## src/cscw_pkg.sv

```systemverilog
package cscw_pkg;
	localparam logic [7:0] CSCW_CFG_OFS    = 8'h05;
	localparam logic [7:0] CSCW_WEN_OFS    = 8'h06;
	localparam logic [7:0] CSCW_STAT_OFS   = 8'h04;
	localparam logic [7:0] CSCW_SOCK_STEP  = 8'h40;
	localparam logic [3:0] CSCW_ROUTE_PCI  = 4'h0;
	localparam logic [7:0] CSCW_WEN_MASK   = 8'hdf;
	localparam logic [7:0] CSCW_RESET_VAL  = 8'h00;
	localparam int         CSCW_NSRC       = 4;
	localparam int         CSCW_NSOCK      = 2;

	typedef struct packed {
		logic       valid;
		logic       write;
		logic [7:0] addr;
		logic [7:0] wdata;
	} cscw_req_t;

	typedef struct packed {
		logic       card_detect;
		logic       ready;
		logic       battery_warn;
		logic       battery_dead;
	} cscw_src_t;
endpackage : cscw_pkg

```

## src/cscw_regs.sv

```systemverilog
`timescale 1ns/10ps
module cscw_regs
	import cscw_pkg::*;
(
	input  wire logic                 core_clk_in,
	input  wire logic                 rst_in,
	input  wire logic                 global_reset_n_in,
	input  wire logic                 bus_reset_n_in,
	input  wire logic                 pme_enable_in,
	input  wire logic                 diag_pci_route_in,
	input  wire logic                 clear_on_write_in,
	input  wire cscw_req_t            req_in,
	input  wire cscw_src_t [1:0]      src_in,
	input  wire logic [1:0][4:0]      mem_hit_in,
	input  wire logic [1:0][1:0]      io_hit_in,
	output logic [7:0]                rdata_out,
	output logic                      claim_out,
	output logic [1:0]                pci_irq_out,
	output logic [1:0][3:0]           isa_route_out,
	output logic [1:0][7:0]           window_enable_out
);
	// pin inputs pass two flops; first stage feeds only the second
	cscw_src_t [1:0] s1_reg, s2_reg, s3_reg;
	logic gr1_reg, gr2_reg, br1_reg, br2_reg;
	logic [1:0][7:0] cfg_reg, cfg_next, wen_reg, wen_next;
	logic [1:0][3:0] flag_reg, flag_next;
	logic [7:0] rdata_reg, rdata_next;
	logic soft_rst, en_rst;

	function automatic logic [3:0] src_bits(input cscw_src_t s);
		src_bits = {s.card_detect, s.ready, s.battery_warn, s.battery_dead};
	endfunction : src_bits

	always_ff @(posedge core_clk_in or posedge rst_in) begin
		if (rst_in) begin
			s1_reg <= '0;
			s2_reg <= '0;
			s3_reg <= '0;
			gr1_reg <= 1'b0;
			gr2_reg <= 1'b0;
			br1_reg <= 1'b0;
			br2_reg <= 1'b0;
		end else begin
			s1_reg <= src_in;
			s2_reg <= s1_reg;
			s3_reg <= s2_reg;
			gr1_reg <= ~global_reset_n_in;
			gr2_reg <= gr1_reg;
			br1_reg <= ~bus_reset_n_in;
			br2_reg <= br1_reg;
		end
	end

	// pme keeps the event enables (cfg bits 3:0) alive across a bus reset; window enables still clear
	assign soft_rst = gr2_reg | br2_reg;
	assign en_rst = gr2_reg | (br2_reg & ~pme_enable_in);

	always_comb begin
		logic [3:0] cur, prv, ev, en, vis;
		logic [7:0] base;
		logic hit, rd, wr;
		cfg_next = cfg_reg;
		wen_next = wen_reg;
		flag_next = flag_reg;
		rdata_next = rdata_reg;
		cur = '0;
		prv = '0;
		ev = '0;
		en = '0;
		vis = '0;
		base = '0;
		hit = 1'b0;
		rd = req_in.valid & ~req_in.write;
		wr = req_in.valid & req_in.write;
		// any read that no register claims returns zero
		if (rd) begin
			rdata_next = 8'h00;
		end
		for (int k = 0; k < CSCW_NSOCK; k++) begin
			base = (k == 1) ? CSCW_SOCK_STEP : 8'h00;
			cur = src_bits(s2_reg[k]);
			prv = src_bits(s3_reg[k]);
			en = cfg_reg[k][3:0];
			// cd: any change; ready: rising; battery/stschg: assertion
			ev = {cur[3] ^ prv[3], cur[2:0] & ~prv[2:0]};
			vis = flag_reg[k] & en;
			hit = req_in.addr == (base + CSCW_STAT_OFS);
			if (rd && hit && !clear_on_write_in) begin
				flag_next[k] = '0;
			end
			if (wr && hit && clear_on_write_in) begin
				flag_next[k] = flag_reg[k] & ~req_in.wdata[3:0];
			end
			if (rd && hit) begin
				rdata_next = {4'h0, vis};
			end
			if (wr && req_in.addr == (base + CSCW_CFG_OFS)) begin
				cfg_next[k] = req_in.wdata;
			end
			if (rd && req_in.addr == (base + CSCW_CFG_OFS)) begin
				rdata_next = cfg_reg[k];
			end
			if (wr && req_in.addr == (base + CSCW_WEN_OFS)) begin
				wen_next[k] = req_in.wdata & CSCW_WEN_MASK;
			end
			if (rd && req_in.addr == (base + CSCW_WEN_OFS)) begin
				rdata_next = wen_reg[k];
			end
			if (soft_rst) begin
				cfg_next[k][7:4] = CSCW_RESET_VAL[7:4];
				wen_next[k] = CSCW_RESET_VAL;
			end
			if (en_rst) begin
				cfg_next[k][3:0] = CSCW_RESET_VAL[3:0];
			end
			// set wins over clear; masking with the new enables keeps a
			// flag from outliving its enable by one cycle
			if (soft_rst) begin
				flag_next[k] = '0;
			end else begin
				flag_next[k] = (flag_next[k] | (ev & en))
					& cfg_next[k][3:0];
			end
		end
	end

	always_ff @(posedge core_clk_in or posedge rst_in) begin
		if (rst_in) begin
			cfg_reg <= '0;
			wen_reg <= '0;
			flag_reg <= '0;
			rdata_reg <= 8'h00;
		end else begin
			cfg_reg <= cfg_next;
			wen_reg <= wen_next;
			flag_reg <= flag_next;
			rdata_reg <= rdata_next;
		end
	end

	assign rdata_out = rdata_reg;
	assign window_enable_out = wen_reg;

	// limitation: nonzero route codes are passed out undecoded
	always_comb begin
		logic any;
		any = 1'b0;
		claim_out = 1'b0;
		for (int k = 0; k < CSCW_NSOCK; k++) begin
			any = |(flag_reg[k] & cfg_reg[k][3:0]);
			pci_irq_out[k] = any && cfg_reg[k][7:4] == CSCW_ROUTE_PCI
				&& diag_pci_route_in;
			isa_route_out[k] = (any && cfg_reg[k][7:4] != CSCW_ROUTE_PCI)
				? cfg_reg[k][7:4] : 4'h0;
			claim_out = claim_out
				| |(mem_hit_in[k] & wen_reg[k][4:0])
				| |(io_hit_in[k] & wen_reg[k][7:6]);
		end
	end

	wen_reset_a: assert property (
		@(posedge core_clk_in) disable iff (rst_in)
		gr2_reg |=> wen_reg == '0) else $error("window enable not cleared");
	wen_bit5_a: assert property (
		@(posedge core_clk_in) disable iff (rst_in)
		!wen_reg[0][5] && !wen_reg[1][5]) else $error("reserved bit set");
	pme_keep_a: assert property (
		@(posedge core_clk_in) disable iff (rst_in)
		(br2_reg && !gr2_reg && pme_enable_in
		&& !(req_in.valid && req_in.write)) |=>
		cfg_reg[1][3:0] == $past(cfg_reg[1][3:0]))
		else $error("enables lost on bus reset");
	en_clear_a: assert property (
		@(posedge core_clk_in) disable iff (rst_in)
		(br2_reg && !pme_enable_in) |=> cfg_reg[1][3:0] == '0)
		else $error("enables kept on bus reset");
	flag_mask_a: assert property (
		@(posedge core_clk_in) disable iff (rst_in)
		((flag_reg[0] & ~cfg_reg[0][3:0])
		| (flag_reg[1] & ~cfg_reg[1][3:0])) == '0)
		else $error("disabled flag latched");
	stat_read_a: assert property (
		@(posedge core_clk_in) disable iff (rst_in)
		(req_in.valid && !req_in.write
		&& req_in.addr == CSCW_SOCK_STEP + CSCW_STAT_OFS) |=>
		rdata_out == {4'h0, $past(flag_reg[1] & cfg_reg[1][3:0])})
		else $error("status read wrong");
	rd_clear_a: assert property (
		@(posedge core_clk_in) disable iff (rst_in)
		(req_in.valid && !req_in.write && !clear_on_write_in
		&& req_in.addr == CSCW_SOCK_STEP + CSCW_STAT_OFS
		&& s2_reg[1] == s3_reg[1]) |=> flag_reg[1] == '0)
		else $error("flags kept after read");
	wr_clear_a: assert property (
		@(posedge core_clk_in) disable iff (rst_in)
		(req_in.valid && req_in.write && clear_on_write_in
		&& req_in.addr == CSCW_SOCK_STEP + CSCW_STAT_OFS
		&& s2_reg[1] == s3_reg[1]) |=>
		(flag_reg[1] & $past(req_in.wdata[3:0])) == '0)
		else $error("flags kept after write");
	pci_route_a: assert property (
		@(posedge core_clk_in) disable iff (rst_in)
		(|(flag_reg[1] & cfg_reg[1][3:0]) && cfg_reg[1][7:4] == 4'h0
		&& diag_pci_route_in) |-> pci_irq_out[1])
		else $error("pci interrupt missing");
	irq_or_a: assert property (
		@(posedge core_clk_in) disable iff (rst_in)
		pci_irq_out[1] |-> |(flag_reg[1] & cfg_reg[1][3:0]))
		else $error("interrupt without enabled flag");
	no_isa_a: assert property (
		@(posedge core_clk_in) disable iff (rst_in)
		cfg_reg[1][7:4] == 4'h0 |-> isa_route_out[1] == 4'h0)
		else $error("isa line driven");
	no_claim_a: assert property (
		@(posedge core_clk_in) disable iff (rst_in)
		(wen_reg[0] == '0 && wen_reg[1] == '0) |-> !claim_out)
		else $error("claim with windows off");
	mem_claim_a: assert property (
		@(posedge core_clk_in) disable iff (rst_in)
		|(mem_hit_in[0] & wen_reg[0][4:0]) |-> claim_out)
		else $error("memory window not claimed");
	io_claim_a: assert property (
		@(posedge core_clk_in) disable iff (rst_in)
		|(io_hit_in[0] & wen_reg[0][7:6]) |-> claim_out)
		else $error("io window not claimed");
	sock_sep_a: assert property (
		@(posedge core_clk_in) disable iff (rst_in)
		(req_in.valid && req_in.write && !soft_rst
		&& req_in.addr == CSCW_SOCK_STEP + CSCW_CFG_OFS) |=>
		cfg_reg[0] == $past(cfg_reg[0]))
		else $error("socket a changed by socket b write");
	cd_event_a: assert property (
		@(posedge core_clk_in) disable iff (rst_in)
		(cfg_reg[1][3] && cfg_next[1][3] && !soft_rst
		&& s2_reg[1].card_detect != s3_reg[1].card_detect)
		|=> flag_reg[1][3])
		else $error("card detect change lost");
	rdy_rise_a: assert property (
		@(posedge core_clk_in) disable iff (rst_in)
		(cfg_reg[1][2] && cfg_next[1][2] && !soft_rst
		&& s2_reg[1].ready && !s3_reg[1].ready)
		|=> flag_reg[1][2])
		else $error("ready rise lost");
	warn_rise_a: assert property (
		@(posedge core_clk_in) disable iff (rst_in)
		(cfg_reg[1][1] && cfg_next[1][1] && !soft_rst
		&& s2_reg[1].battery_warn && !s3_reg[1].battery_warn)
		|=> flag_reg[1][1])
		else $error("battery warning lost");
	dead_rise_a: assert property (
		@(posedge core_clk_in) disable iff (rst_in)
		(cfg_reg[1][0] && cfg_next[1][0] && !soft_rst
		&& s2_reg[1].battery_dead && !s3_reg[1].battery_dead)
		|=> flag_reg[1][0])
		else $error("battery dead lost");
endmodule : cscw_regs

```

## config.mk

```make
export PLATFORM = sky130hd
export DESIGN_NAME = cscw_regs
export DESIGN_NICKNAME = d
export VERILOG_FILES = /design/src/cscw_pkg.sv /design/src/cscw_regs.sv
export SDC_FILE = /design/constraint.sdc
export NUM_CORES = 1
export LEC_CHECK = 0
export BUFFER_PORTS_ARGS = -buffer_cell sky130_fd_sc_hd__buf_2
export CAP_MARGIN = 25
export CORE_ASPECT_RATIO = 0.5
export CORE_MARGIN = 2
export CORE_UTILIZATION = 57
export CTS_CLUSTER_DIAMETER = 30
export CTS_CLUSTER_SIZE = 25
export DETAILED_ROUTE_END_ITERATION = 10
export PLACE_DENSITY_LB_ADDON = 0.2
export SLEW_MARGIN = 20
export SYNTH_ARGS = -nofsm -noshare
export SYNTH_HDL_FRONTEND = slang
export SYNTH_SLANG_ARGS = --single-unit
```

## constraint.sdc

```tcl
create_clock -name core_clk_in -period 5.2 [get_ports core_clk_in]
set_clock_uncertainty 0.05 [all_clocks]
set_input_delay 0.52 -clock core_clk_in [delete_from_list [all_inputs] [get_ports core_clk_in]]
set_output_delay 0.52 -clock core_clk_in [all_outputs]
set_load 0.01 [all_outputs]
```

==> results.sh <==
export IMPL_synth_area_um2=3340
export IMPL_setup_worst_path_start_class="register"
export IMPL_cts_tree="built"
export IMPL_clk_path_buf_depth=2
export IMPL_endpoint_kind="primary output"
export IMPL_max_vdd_ir_drop_uv=238
export IMPL_ctsResizeCount=0
export IMPL_synth_cells=303
export IMPL_hpwl_mm=6.09
export IMPL_cts_root_buf="clkbuf_16"
export IMPL_wire_per_inst_um=18.4
export IMPL_antenna_found_initial=0
export IMPL_critPathKind="reg2out"
export IMPL_first_pass_iters=5
export IMPL_fmax_ghz=0.393
export IMPL_seq_area_frac_synth=0.555
export IMPL_wl_mm=8.53
export IMPL_die_h_um=58.1
export IMPL_dr_total_vias=2849
export IMPL_grt_pass1_vias=2788
export IMPL_synth_top_cell_area_share=0.555
export IMPL_cp_startpoint="cfg_reg[15]"
export IMPL_grt_setup_unrepaired="false"
export IMPL_rr_startpoint="cfg_reg[8]"
export IMPL_final_nets=432
export IMPL_min_from="src_in[5]"
export IMPL_clkLatencyLatePin_ns=0.33
export IMPL_grt_max_degree=75
export IMPL_place_congestion=1.08
export IMPL_grt_usage=0.280
export IMPL_yosys_area_top_type="dfrtp_1"
export IMPL_slew_headroom=0.399
export IMPL_finalSetupViolations=0
export IMPL_clk_pin_slew_ns=0.06
export IMPL_hp_class="in2reg"
export IMPL_die_w_um=112
export IMPL_postCtsSetupRepairBufs=0
export IMPL_numCtsBuffers=9
export IMPL_crit_chain="nor4_1 > a41oi_1 > and2_1 > buf_2"
export IMPL_maxSlewViolCount=0
export IMPL_hold_viol=0
export IMPL_worstPathArrival_ns=1.97
export IMPL_cts_num_sinks=74
export IMPL_maxCapViolCount=0
export IMPL_hold_buffers=0
export IMPL_placedCellCount=447
export IMPL_io_pins=82
export IMPL_layout_cells_non_filler=463
export IMPL_post_synth_main_area_contributors="dfrtp_1 55%, mux2i_1 9.0%, nor2_1 4.0%, nand2_1 2.2%, o21ai_0 2.2%"
export IMPL_io_buffers=79
export IMPL_leakage_uw=0.00182
export IMPL_power_per_cell_area_nw_per_um2=315
export IMPL_largest_reg_flops=16
export IMPL_grt_pass1_wl_mm=13.9
export IMPL_fp_row_count=19
export IMPL_whs_ns=0.241
export IMPL_n_antenna_cell=0
export IMPL_htreeDepth=3
export IMPL_route_detailed_drc=0
export IMPL_synth_async_reset_ratio=1.00
export IMPL_grt_remaining_overflow=0
export IMPL_fin_setup_tns_ns=0
export IMPL_finalCriticalPeriod_ns=2.54
export IMPL_status="completed"
export IMPL_drt_iter0_markers=325
export IMPL_path_max_fanout=4
export IMPL_slowest_delay_ns=0.62
export IMPL_synthDistinctLibCells=43
export IMPL_core_area_um2=5560
export IMPL_antenna_left=0
export IMPL_synth_edf_count=0
export IMPL_critPathTopFamily="simple AND/OR/NAND/NOR gates"
export IMPL_die_area_um2=6520
export IMPL_synth_main_ff_cell="dfrtp_1"
export IMPL_ys_seq_elements=74
export IMPL_fin_crit_sh=0.489
export IMPL_syn2layout_area_growth_pct=22.9
export IMPL_worstMarginPinSlew_ns=0.901
export IMPL_postSynthAreaPerCell_um2=11.0
export IMPL_worstPathRequired_ns=4.63
export IMPL_initial_core_util=0.600
export IMPL_crit_buf_inv=1
export IMPL_viasPerCell=6.15
export IMPL_crit_slowest_cell="nor4_1"
export IMPL_drive_gt1_frac=0.272
export IMPL_ys_warn_count=0
-- per-stage QoR --
| stage | util | setup slack [ns] | instance area, um2 | total power (uW) |
|---|---|---|---|---|
| final | 0.737 | 2.66 | 4100 | 1290 |
| after global placement | 0.682 | 2.81 | 3790 | 669 |
| after detailed placement | 0.682 | 2.74 | 3790 | 672 |
| after CTS | 0.736 | 2.78 | 4100 | 1300 |
| after global routing | 0.737 | 2.63 | 4100 | 1330 |
| after floorplan | - | 2.75 | 3340 | 638 |
-- synthesized netlist by cell type (3+ instances only) --
library cell / count
dfrtp_1: 74
nor4_1: 3
o2bb2ai_1: 3
nand3b_1: 6
mux2i_1: 30
nand2b_1: 8
a221oi_1: 4
a211oi_1: 8
nor2b_1: 5
o22a_1: 3
o211ai_1: 3
inv_1: 5
a21oi_1: 10
clkbuf_1: 7
a22oi_1: 9
o21ai_0: 15
nand2_1: 20
nor2_1: 36
and2_1: 11
nand3_1: 7
-- power breakdown --
part | switching [uW] | internal, uW | total [uW]
clock network | 250 | 378 | 628
logic | 47.0 | 24.7 | 71.8
registers | 3.94 | 587 | 591
total | 301 | 990 | 1290
-- path summary, 6_finish.rpt --
| kind | to | slack, ns | cells past startpoint |
|---|---|---|---|
| max | isa_route_out[6] | 2.66 | 4 |
| min | s1_reg[5] | 0.24 | 1 |
| max reg2reg | rdata_out[0] | 3.62 | 4 |
| min reg2reg | s2_reg[6] | 0.30 | 0 |
| max in group asynchronous | cfg_reg[15] | 4.11 | 3 |
| min in group asynchronous | s1_reg[4] | 0.41 | 3 |
-- per-layer routing --
layer | track usage | vias to the layer above | wire length [um]
li1 | - | 1279 | -
met1 | 0.380 | 1376 | 3540
met2 | 0.441 | 172 | 3930
met3 | 0.0847 | 22 | 870
met4 | 0.0993 | 0 | 182
met5 | 0 | - | 0
-- area by class of cell --
class | instances | area, um2
flip-flops and latches | 74 | 1850
clock inverters | 6 | 75.1
fillers | 402 | 1460
multi-input cells | 215 | 1430
well taps | 73 | 91.3
inverters | 5 | 18.8
clock buffers | 10 | 229
repair buffers | 80 | 403
-- layout by cell type, fill, tap and decap left out, drive strengths merged, types with 3 or more instances in the layout --
cell type	count
o211ai	3
buf	80
nor4	3
nand3	7
nor2	36
a21oi	10
o2bb2ai	3
nor2b	5
and2	11
mux2i	30
o22a	3
a221oi	4
a211oi	8
inv	7
clkbuf	10
nand3b	6
nand2b	8
dfrtp	74
o21ai	15
a22oi	9
nor3	5
nand2	20
-- cells by family after synthesis --
group                  after synthesis  share of synthesized area
AND/OR/NAND/NOR                    114                      0.190
flip-flops                          74                      0.555
AO/OA/AOI/OAI                       67                      0.139
multiplexers                        30                     0.0900
buffers and inverters               15                     0.0191
XOR/XNOR                             2                    0.00525
other                                1                    0.00112
Note: power is estimated with default switching activity, not from simulation.
